==> config.mk <==
export PLATFORM = sky130hd
export DESIGN_NAME = bwl_cfg_device_flat
export DESIGN_NICKNAME = d
export VERILOG_FILES = /design/src/verilog/bwl_pkg.sv /design/src/verilog/bwl_link_if.sv /design/src/verilog/bwl_cfg_device.sv /design/src/flat_wrapper.sv
export VERILOG_INCLUDE_DIRS = /design/src /design/src/verilog
export SDC_FILE = /design/constraint.sdc
export NUM_CORES = 1
export LEC_CHECK = 0
export ABC_AREA = 1
export BUFFER_PORTS_ARGS = -buffer_cell sky130_fd_sc_hd__buf_2
export CAP_MARGIN = 10
export CORE_ASPECT_RATIO = 2
export CORE_MARGIN = 1.5
export CORE_UTILIZATION = 45
export CTS_BUF_LIST = sky130_fd_sc_hd__clkbuf_8
export CTS_CLUSTER_DIAMETER = 150
export DETAILED_ROUTE_END_ITERATION = 8
export SLEW_MARGIN = 0
export SYNTH_ARGS = -nofsm -noshare
export SYNTH_HDL_FRONTEND = slang
export SYNTH_SLANG_ARGS = --single-unit
export TNS_END_PERCENT = 5
==> constraint.sdc <==
create_clock -name CLK_SYS -period 5.5 [get_ports CLK_SYS]
set_input_delay 0.275 -clock CLK_SYS [delete_from_list [all_inputs] [get_ports CLK_SYS]]
set_output_delay 0.275 -clock CLK_SYS [all_outputs]
set_load 0.01 [all_outputs]
==> src/verilog/bwl_defs.svh <==
// Purpose: Shared constants for the wrap and latency configuration link
// Assumes: 100 MHz system clock, serial link in single-wire form
// Notes: Included by the package and the testbench
`ifndef BWL_DEFS_SVH
`define BWL_DEFS_SVH

// ==========================================================
// Opcodes
`define BWL_OP_RD_CFG3 8'h33
`define BWL_OP_RD_ANY 8'h65
`define BWL_OP_WR_REGS 8'h01
`define BWL_OP_WR_ANY 8'h71
`define BWL_OP_SET_BURST 8'h77
`define BWL_OP_NV_WEN 8'h06

// ==========================================================
// Register addresses on the any-register commands
`define BWL_ADDR_BOOT 24'h000005
`define BWL_ADDR_WORK 24'h800005

// ==========================================================
// Configuration fields and values
`define BWL_CFG_DEFAULT 8'h78
`define BWL_CFG_MASK 8'h7f
`define BWL_WL_HI 6
`define BWL_WL_LO 5
`define BWL_WE_BIT 4
`define BWL_RL_HI 3
`define BWL_RL_LO 0
`define BWL_LAT_ZERO_DUMMY 4'h8
`define BWL_FIXED_DUMMY 4'h1
`define BWL_MODE_NONE 3'h0
`define BWL_MODE_DUAL_IO 3'h4
`define BWL_MODE_QUAD_IO 3'h2
`define BWL_MODE_DDR 3'h1

// ==========================================================
// Bit counts within a frame
`define BWL_CNT_OPCODE 6'h08
`define BWL_CNT_BURST 6'h10
`define BWL_CNT_ADDR 6'h20
`define BWL_CNT_DATA 6'h28
`define BWL_CNT_MAX 6'h3f

// ==========================================================
// Controller registers and command fields
`define BWL_REG_CMD 5'h00
`define BWL_REG_ADDR 5'h04
`define BWL_REG_TXD 5'h08
`define BWL_REG_RXD 5'h0c
`define BWL_REG_STAT 5'h10
`define BWL_CMD_NB_HI 10
`define BWL_CMD_NB_LO 8
`define BWL_CMD_DUM_HI 15
`define BWL_CMD_DUM_LO 12
`define BWL_CMD_HAS_ADDR 16
`define BWL_CMD_IS_READ 17
`define BWL_HDR_SHORT 7'h08
`define BWL_HDR_LONG 7'h20

// ==========================================================
// Link clock timing
`define BWL_SYS_NS 10
`define BWL_SCK_HALF_NS 40
`define BWL_SCK_HALF_CYC ((`BWL_SCK_HALF_NS + `BWL_SYS_NS - 1) / `BWL_SYS_NS)

`endif

==> src/verilog/bwl_pkg.sv <==
// Purpose: Types for the wrap and latency configuration ends
// Assumes: bwl_defs.svh on the include path
// Notes: Latency lookup lives here; only the device uses it, the host takes its dummy count from software
`default_nettype none
`include "bwl_defs.svh"

package bwl_pkg;

	typedef enum logic [3:0] {
		BWL_CLS_FIXED_ONE = 4'h0,
		BWL_CLS_FAST = 4'h1,
		BWL_CLS_DUAL_OUT = 4'h2,
		BWL_CLS_QUAD_OUT = 4'h3,
		BWL_CLS_DUAL_IO = 4'h4,
		BWL_CLS_QUAD_IO = 4'h5,
		BWL_CLS_DDR_QUAD_IO = 4'h6,
		BWL_CLS_SECURITY = 4'h7,
		BWL_CLS_ANY_REG = 4'h8,
		BWL_CLS_PARAMS = 4'h9
	} bwl_read_class_t;

	typedef enum logic [1:0] {
		BWL_H_IDLE = 2'b00,
		BWL_H_SHIFT = 2'b01,
		BWL_H_TAIL = 2'b11,
		BWL_H_GAP = 2'b10
	} bwl_host_st_t;

	typedef struct packed {
		logic sck_s1, sck_s2, sck_q;
		logic cs_s1, cs_s2, cs_q;
		logic si_s1, si_s2;
		logic [5:0] cnt;
		logic [7:0] op;
		logic [31:0] in_sr;
		logic [23:0] addr;
		logic [7:0] pend;
		logic pend_nv, pend_v;
		logic wel;
		logic [7:0] boot;
		logic [7:0] work;
		logic [7:0] out_sr;
		logic so;
		logic [3:0] dummy;
		logic [2:0] mode;
		logic wrap_act;
	} bwl_dev_t;

	typedef struct packed {
		bwl_host_st_t st;
		logic [2:0] div;
		logic sck, cs_n, si;
		logic so_s1, so_s2;
		logic [17:0] cmd;
		logic [23:0] addr;
		logic [31:0] txd;
		logic [31:0] rx;
		logic [63:0] sr;
		logic [6:0] k, total, hdr, dend;
		logic [31:0] rdata;
	} bwl_host_t;

	// Dummy cycles a read class needs for a given latency code
	function automatic logic [3:0] bwl_dummy_for(bwl_read_class_t cls, logic [3:0] code);
		logic [3:0] d;
		d = (code == 4'h0) ? `BWL_LAT_ZERO_DUMMY : code;
		if (cls == BWL_CLS_FIXED_ONE) begin
			d = `BWL_FIXED_DUMMY;
		end
		return d;
	endfunction

	// Mode-bit cycles are separate from the latency count
	function automatic logic [2:0] bwl_mode_for(bwl_read_class_t cls);
		logic [2:0] m;
		m = `BWL_MODE_NONE;
		case (cls)
			BWL_CLS_DUAL_IO: m = `BWL_MODE_DUAL_IO;
			BWL_CLS_QUAD_IO: m = `BWL_MODE_QUAD_IO;
			BWL_CLS_DDR_QUAD_IO: m = `BWL_MODE_DDR;
			default: m = `BWL_MODE_NONE;
		endcase
		return m;
	endfunction

endpackage : bwl_pkg

`default_nettype wire

==> src/verilog/bwl_link_if.sv <==
// Purpose: Serial link between configuration controller and device
// Assumes: Mode 0 framing, select active low
// Notes: Single-wire data each way
`default_nettype none

interface bwl_link_if;
	logic sck;
	logic cs_n;
	logic si;
	logic so;

	modport host (output sck, output cs_n, output si, input so);
	modport device (input sck, input cs_n, input si, output so);
endinterface : bwl_link_if

`default_nettype wire

==> src/verilog/bwl_cfg_device.sv <==
// Purpose: Wrap and latency configuration registers of the flash device
// Assumes: Link sampled by CLK_SYS; link clock well below a quarter of it
// Notes: Boot copy reloads the working copy on a hardware or software reset
`default_nettype none

module bwl_cfg_device
	import bwl_pkg::*;
(
	// Clock and reset
	input wire logic CLK_SYS,
	input wire logic RST_N,
	// Reset requests that reload the working copy
	input wire logic HW_RESET,
	input wire logic SW_RESET,
	// Read path query
	input wire bwl_read_class_t READ_CLASS,
	output logic [3:0] DUMMY_CYCLES,
	output logic [2:0] MODE_CYCLES,
	output logic WRAP_ACTIVE,
	output logic [1:0] WRAP_LENGTH,
	// Register views
	output logic [7:0] WORKING_CONFIG,
	output logic [7:0] BOOT_CONFIG,
	// Serial link
	bwl_link_if.device LINK
);

	// ==========================================================
	// State
	bwl_dev_t r;
	bwl_dev_t next_r;

	logic rise;
	logic fall;
	logic cs_fall;
	logic cs_rise;
	logic [31:0] shifted;
	logic [5:0] cnt_inc;
	logic [3:0] any_dummy;
	logic [5:0] data_start;
	logic [5:0] since_start;
	logic reloading;

	// Value returned for an addressed register; unknown addresses read zero
	function automatic logic [7:0] reg_value(logic [23:0] a, logic [7:0] boot, logic [7:0] work);
		logic [7:0] v;
		v = 8'h00;
		if (a == `BWL_ADDR_BOOT) begin
			v = boot;
		end else if (a == `BWL_ADDR_WORK) begin
			v = work;
		end
		return v & `BWL_CFG_MASK;
	endfunction

	// ==========================================================
	// Next state
	always_comb begin
		next_r = r;
		// Two flops on every link input before any logic looks at it
		next_r.sck_s1 = LINK.sck;
		next_r.sck_s2 = r.sck_s1;
		next_r.sck_q = r.sck_s2;
		next_r.cs_s1 = LINK.cs_n;
		next_r.cs_s2 = r.cs_s1;
		next_r.cs_q = r.cs_s2;
		next_r.si_s1 = LINK.si;
		next_r.si_s2 = r.si_s1;

		rise = r.sck_s2 & ~r.sck_q & ~r.cs_s2;
		fall = ~r.sck_s2 & r.sck_q & ~r.cs_s2;
		cs_fall = ~r.cs_s2 & r.cs_q;
		cs_rise = r.cs_s2 & ~r.cs_q;
		shifted = {r.in_sr[30:0], r.si_s2};
		cnt_inc = (r.cnt == `BWL_CNT_MAX) ? r.cnt : 6'(r.cnt + 6'h01);
		any_dummy = bwl_dummy_for(BWL_CLS_ANY_REG, r.work[`BWL_RL_HI:`BWL_RL_LO]);
		data_start = 6'(`BWL_CNT_ADDR + {2'h0, any_dummy});
		since_start = 6'(cnt_inc - data_start);
		reloading = HW_RESET | SW_RESET;

		if (cs_fall) begin
			next_r.cnt = 6'h00;
			next_r.op = 8'h00;
			next_r.pend_nv = 1'b0;
			next_r.pend_v = 1'b0;
			next_r.out_sr = 8'h00;
		end

		if (rise) begin
			next_r.in_sr = shifted;
			next_r.cnt = cnt_inc;
			if (cnt_inc == `BWL_CNT_OPCODE) begin
				next_r.op = shifted[7:0];
				if (shifted[7:0] == `BWL_OP_NV_WEN) begin
					next_r.wel = 1'b1;
				end
				if (shifted[7:0] == `BWL_OP_RD_CFG3) begin
					next_r.out_sr = r.work & `BWL_CFG_MASK;
				end
			end else begin
				case (r.op)
					`BWL_OP_RD_CFG3: begin
						// Register byte repeats every eight clocks until the bit counter saturates at 63
						if (cnt_inc[2:0] == 3'h0) begin
							next_r.out_sr = r.work & `BWL_CFG_MASK;
						end
					end
					`BWL_OP_RD_ANY: begin
						if (cnt_inc == `BWL_CNT_ADDR) begin
							next_r.addr = shifted[23:0];
						end
						// First data bit leaves on the fall after the last dummy
						if (cnt_inc >= data_start && since_start[2:0] == 3'h0) begin
							next_r.out_sr = reg_value(r.addr, r.boot, r.work);
						end
					end
					`BWL_OP_WR_REGS: begin
						// Fourth data byte is this register; earlier ones belong elsewhere
						if (cnt_inc == `BWL_CNT_DATA) begin
							next_r.pend = shifted[7:0] & `BWL_CFG_MASK;
							next_r.pend_nv = 1'b1;
							next_r.pend_v = 1'b1;
						end
					end
					`BWL_OP_WR_ANY: begin
						if (cnt_inc == `BWL_CNT_ADDR) begin
							next_r.addr = shifted[23:0];
						end
						if (cnt_inc == `BWL_CNT_DATA) begin
							next_r.pend = shifted[7:0] & `BWL_CFG_MASK;
							next_r.pend_nv = (r.addr == `BWL_ADDR_BOOT);
							next_r.pend_v = (r.addr == `BWL_ADDR_WORK);
						end
					end
					`BWL_OP_SET_BURST: begin
						if (cnt_inc == `BWL_CNT_BURST) begin
							next_r.pend = shifted[7:0] & `BWL_CFG_MASK;
							next_r.pend_v = 1'b1;
						end
					end
					default: begin
						next_r.out_sr = r.out_sr;
					end
				endcase
			end
		end

		if (fall) begin
			next_r.so = r.out_sr[7];
			next_r.out_sr = {r.out_sr[6:0], 1'b0};
		end

		// Writes take effect only when the frame closes, so a cut frame changes neither configuration copy
		if (cs_rise) begin
			next_r.so = 1'b0;
			if (r.pend_nv && r.wel) begin
				next_r.boot = r.pend;
			end
			if (r.pend_v) begin
				next_r.work = r.pend;
			end
			if (r.op == `BWL_OP_WR_REGS || r.op == `BWL_OP_WR_ANY) begin
				next_r.wel = 1'b0;
			end
			next_r.pend_nv = 1'b0;
			next_r.pend_v = 1'b0;
		end

		// Hardware or software reset reloads the working copy and wins over a commit to it; a boot copy commit in the same cycle still lands
		if (reloading) begin
			next_r.work = r.boot;
			next_r.wel = 1'b0;
			next_r.pend_nv = 1'b0;
			next_r.pend_v = 1'b0;
		end

		// Read path settings follow the read class and the working copy, never the boot copy
		next_r.dummy = bwl_dummy_for(READ_CLASS, r.work[`BWL_RL_HI:`BWL_RL_LO]);
		next_r.mode = bwl_mode_for(READ_CLASS);
		next_r.wrap_act = ~r.work[`BWL_WE_BIT] &&
			(READ_CLASS == BWL_CLS_QUAD_IO || READ_CLASS == BWL_CLS_DDR_QUAD_IO);
	end

	// ==========================================================
	// Registers
	always_ff @(posedge CLK_SYS or negedge RST_N) begin
		if (!RST_N) begin
			r <= '0;
			r.sck_s1 <= 1'b0;
			r.cs_s1 <= 1'b1;
			r.cs_s2 <= 1'b1;
			r.cs_q <= 1'b1;
			// Power-on reset: boot defaults, and the same defaults in the working copy
			r.boot <= `BWL_CFG_DEFAULT;
			r.work <= `BWL_CFG_DEFAULT;
			r.dummy <= `BWL_FIXED_DUMMY;
		end else begin
			r <= next_r;
		end
	end

	// ==========================================================
	// Outputs
	assign DUMMY_CYCLES = r.dummy;
	assign MODE_CYCLES = r.mode;
	assign WRAP_ACTIVE = r.wrap_act;
	assign WRAP_LENGTH = r.work[`BWL_WL_HI:`BWL_WL_LO];
	assign WORKING_CONFIG = r.work;
	assign BOOT_CONFIG = r.boot;
	assign LINK.so = r.so;

endmodule // bwl_cfg_device

`default_nettype wire

==> src/flat_wrapper.sv <==
// flat-port wrapper written by rule: the top's interface ports become plain ports
module bwl_cfg_device_flat import bwl_pkg::*;
  (CLK_SYS, RST_N, HW_RESET, SW_RESET, READ_CLASS, DUMMY_CYCLES, MODE_CYCLES, WRAP_ACTIVE, WRAP_LENGTH, WORKING_CONFIG, BOOT_CONFIG, LINK_sck, LINK_cs_n, LINK_si, LINK_so);
  bwl_link_if LINK_i ();
  input wire logic CLK_SYS;
  input wire logic RST_N;
  input wire logic HW_RESET;
  input wire logic SW_RESET;
  input wire bwl_read_class_t READ_CLASS;
  output logic [3:0] DUMMY_CYCLES;
  output logic [2:0] MODE_CYCLES;
  output logic WRAP_ACTIVE;
  output logic [1:0] WRAP_LENGTH;
  output logic [7:0] WORKING_CONFIG;
  output logic [7:0] BOOT_CONFIG;
  input wire logic [$bits(LINK_i.sck)-1:0] LINK_sck;
  input wire logic [$bits(LINK_i.cs_n)-1:0] LINK_cs_n;
  input wire logic [$bits(LINK_i.si)-1:0] LINK_si;
  output wire logic [$bits(LINK_i.so)-1:0] LINK_so;
  assign LINK_i.sck = LINK_sck;
  assign LINK_i.cs_n = LINK_cs_n;
  assign LINK_i.si = LINK_si;
  assign LINK_so = LINK_i.so;
  bwl_cfg_device u_core (.CLK_SYS(CLK_SYS), .RST_N(RST_N), .HW_RESET(HW_RESET), .SW_RESET(SW_RESET), .READ_CLASS(READ_CLASS), .DUMMY_CYCLES(DUMMY_CYCLES), .MODE_CYCLES(MODE_CYCLES), .WRAP_ACTIVE(WRAP_ACTIVE), .WRAP_LENGTH(WRAP_LENGTH), .WORKING_CONFIG(WORKING_CONFIG), .BOOT_CONFIG(BOOT_CONFIG), .LINK(LINK_i));
endmodule
==> qor.csv <==
metric,value,unit
Iter 0 DRT Violations,246,
post-place instance area,5890,um^2
delay of the slowest critical-path stage,0.79,ns
antenna fix cells,0,
CTS root buf,clkbuf_8,
vias in the first global route,4860,
RSZ-0062 raised after global routing,no,
vias,4812,
area of the multi-input gates,2390,um^2
Final Max Slew Viols,0,
Final TNS setup,0,ns
Syn-to-layout area delta,5.39,%
CP Capture Type,register,
total track usage,23.3,%
number of synthesized register bits,110,
Synth Area in XOR/XNOR,0.151,%
Fillers,1307,
Avg Synthesized Cell Area,7.80,um^2
min-delay worst type,in -> async,
Final setup violation count,0,
min Tclk post-route,3.37,ns
Setup crit start kind,register,
wire per inst,16.7,um
largest net degree at the start of global routing,73,
multiplexer share of the synthesized area,1.16,%
worst-margin pin slew,1.05,ns
via/cell ratio,5.32,
Yosys top cell by area,dfrtp_1,
Crit Path Max Fanout,48,
"Reg clk slew, reported paths",0.11,ns
routability-driven placement congestion ratio,0.958,
Post-Syn Area,5800,um^2
FMAX,297,MHz
CTS tree,built,
First-pass DRT Iterations,6,
register area share after synthesis,47.7,%
FF-to-FF setup slack,2.13,ns
share of the synthesized area in the top cell type,42.3,%
worst r2r dst,u_core.r[58]$_DFFE_PN0P_,
final setup skew,0.0165,ns
most common flop cell mapped by yosys,dfrtp_1,
CTS Buffer Depth,2,
largest family of logic cells by synthesized area,simple AND/OR/NAND/NOR gates,
"EDFF count, synth",0,
maximum vdd ir drop,0.182,mV
Critical Path AT,3.63,ns
crit path cell chain,ha_1 -> nand2_2 -> inv_1 -> nand2_1 -> nand3_1 -> inv_2 -> nand2_4 -> nor2_4 -> nand3_2 -> nand2_2 -> inv_2 -> nand4_2 -> o21ai_0,
PwrDens,256,nW/um^2
net count reported at finish,765,
worst r2r src,u_core.r[108]$_DFFE_PN0P_,
DIE AREA,13600,um^2
final WL,15100,um
initial antenna violation count,0,
Crit path required time,5.76,ns
Remaining DRCs,0,
port bufs,35,
num ports,38,
Finished Cell Area,6120,um^2
number of H-tree levels,3,
Core Footprint,12600,um^2
Compound-Gate Fraction of Synth Area,9.96,%
slowest cell on the critical path,nand4_2,
Die W,83.3,um
layout cells sized above 1,12.6,%
Final ANT Viol Nets,0,
HPWL Detailed,11700,um
Simple-Gate Fraction of Synth Area,28.9,%
CP Class,reg -> reg,
Async SR Flop Fraction,100,%
"Distinct cells, synth",40,
Initial Utilization,46.2,%
total grt overflow,0,
Clock Sinks,110,
Synth Area in Adders,0.862,%
Final Hold Violating Endpoints,0,
die span in y,164,um
Num CTS Buffers,9,
Reg2Reg Depth,13,
Slew HR,30.2,%
"Period Utilization, post-route",61.3,%
Ys Warns,0,
first-pass GRT wire length,24600,um
Area contributors post-synth,"dfrtp_1 42%, nand2_1 14%, inv_1 5.6%",
Core Rows,58,
FF+latch area,2770,um^2
Gate Count Post-Synth,744,
Max-Cap Viols,0,
Clock Latency Late Sink,0.38,ns
status,completed,
leakage,3.00,nW
sequential cells by signal, indices dropped and copies added (netlist names):
signal and cells:
u_core.DUMMY_CYCLES 4, u_core.MODE_CYCLES 3, u_core.BOOT_CONFIG 7, u_core.r 82
u_core.LINK.so 1, u_core.WRAP_ACTIVE 1, u_core.WORKING_CONFIG 7, u_core.next_r 5
synth_stat cells (2+ instances only):
| cell | number |
|---|---|
| nor2_1 | 50 |
| mux2_2 | 6 |
| nand2_1 | 220 |
| dfrtp_1 | 98 |
| inv_1 | 86 |
| o32ai_1 | 5 |
| nor2_4 | 2 |
| o21ai_1 | 19 |
| clkbuf_1 | 16 |
| nand3_2 | 2 |
| a21oi_1 | 12 |
| buf_6 | 5 |
| nor3_1 | 6 |
| dfstp_2 | 12 |
| or2_2 | 3 |
| nand3b_1 | 2 |
| inv_2 | 3 |
| nand2_2 | 3 |
| nand3_1 | 56 |
| o211ai_1 | 3 |
| o22ai_1 | 5 |
| nor2_2 | 3 |
| nand4_1 | 23 |
| o21ai_0 | 56 |
| nor4_1 | 4 |
| nand2_4 | 2 |
| ha_1 | 4 |
| buf_4 | 26 |
cells by family (layout without fill, tap and decap cells):
family / count (synthesis) / after routing
AND/OR/NAND/NOR: 380 / 380
buffers and inverters: 137 / 147
flip-flops: 110 / 110
AO/OA/AOI/OAI: 105 / 105
multiplexers: 6 / 6
adder cells (fa/ha/maj): 4 / 4
other: 1 / 2
XOR/XNOR: 1 / 1
what timing repair did:
item / 4_1_cts / 5_1_grt
setup buffers: 0 / 0
hold endpoints to repair: 3 / 0
hold buffers: 3 / 0
resized for setup: 0 / 0
how the worst max path moves through the flow:
stage                                          from                       end  slack [ns]  depth (start not counted)
after floorplan           u_core.r[108]$_DFFE_PN0P_  u_core.r[16]$_DFFE_PN0P_        2.98                         17
after global placement    u_core.r[108]$_DFFE_PN0P_  u_core.r[64]$_DFFE_PN0P_        2.36                         13
after detailed placement  u_core.r[108]$_DFFE_PN0P_  u_core.r[58]$_DFFE_PN0P_        2.15                         13
after CTS                 u_core.r[108]$_DFFE_PN0P_  u_core.r[58]$_DFFE_PN0P_        2.10                         13
after global routing      u_core.r[108]$_DFFE_PN0P_  u_core.r[58]$_DFFE_PN0P_        1.70                         13
final                     u_core.r[108]$_DFFE_PN0P_  u_core.r[58]$_DFFE_PN0P_        2.13                         13
cell usage in the layout (no fill, tap or decap), types with 2 or more instances in the layout:
cell	Yosys	layout
nor3_2	1	2
nand2_1	220	220
o21ai_0	56	56
a21oi_1	12	12
inv_8	0	3
o22ai_1	5	5
buf_4	26	4
nand3_2	2	2
nand4_1	23	23
nor3_1	6	5
nor2_4	2	2
ha_1	4	4
dfrtp_1	98	98
clkbuf_8	0	9
dlygate4sd3_1	0	3
buf_2	0	34
nand2_2	3	3
nand3b_1	2	2
or2_2	3	3
dfstp_2	12	12
nor2_2	3	3
inv_2	3	3
nor2_1	50	50
o21ai_1	19	19
o32ai_1	5	5
conb_1	1	2
o211ai_1	3	3
clkinvlp_4	0	2
nor4_1	4	4
nand2_4	2	2
mux2_2	6	6
inv_1	86	86
nand3_1	56	56
power breakdown:
part           internal [W]  total (W)  switching (W)
clock network      0.000179   0.000482       0.000303
registers          0.000842   0.000871      0.0000293
logic             0.0000622   0.000210       0.000148
total               0.00108    0.00156       0.000481
per-stage QoR:
stage	setup slack (ns)	instances	hold slack, ns	util [%]	total power (W)
4_1_cts	2.10	905	0.0385	48.7	0.00159
2_1_floorplan	2.98	745	-0.0206	-	0.00102
5_1_grt	1.70	905	0.0772	48.7	0.00164
3_5_place_dp	2.15	886	0.340	46.9	0.00110
3_3_place_gp	2.36	886	0.336	46.9	0.00109
6_report	2.13	905	0.00738	48.7	0.00156
layout make-up:
type | instances | share of cell area [%]
multi-input combinational | 498 | 39.2
clock inverter | 7 | 1.21
timing repair buffer | 41 | 3.76
inverter | 90 | 5.52
sequential | 110 | 45.3
tap | 150 | 3.07
clock buffer | 9 | 2.03
per-layer routing:
layer	wire [um]	track usage (%)	vias up
li1	-	-	2395
met1	5260	22.8	2260
met2	8540	45.3	108
met3	291	2.43	49
met4	1050	15.2	0
met5	0	0	-
worst max-delay path, delay by kind of cell (launching register included):
kind,cells,cell delay (ns)
flip-flops,1,0.47
AO/OA/AOI/OAI,1,0.52
AND/OR/NAND/NOR,8,1.68
adder cells (fa/ha/maj),1,0.26
buffers and inverters,3,0.31
No activity file was read; power rests on OpenSTA's default activity.
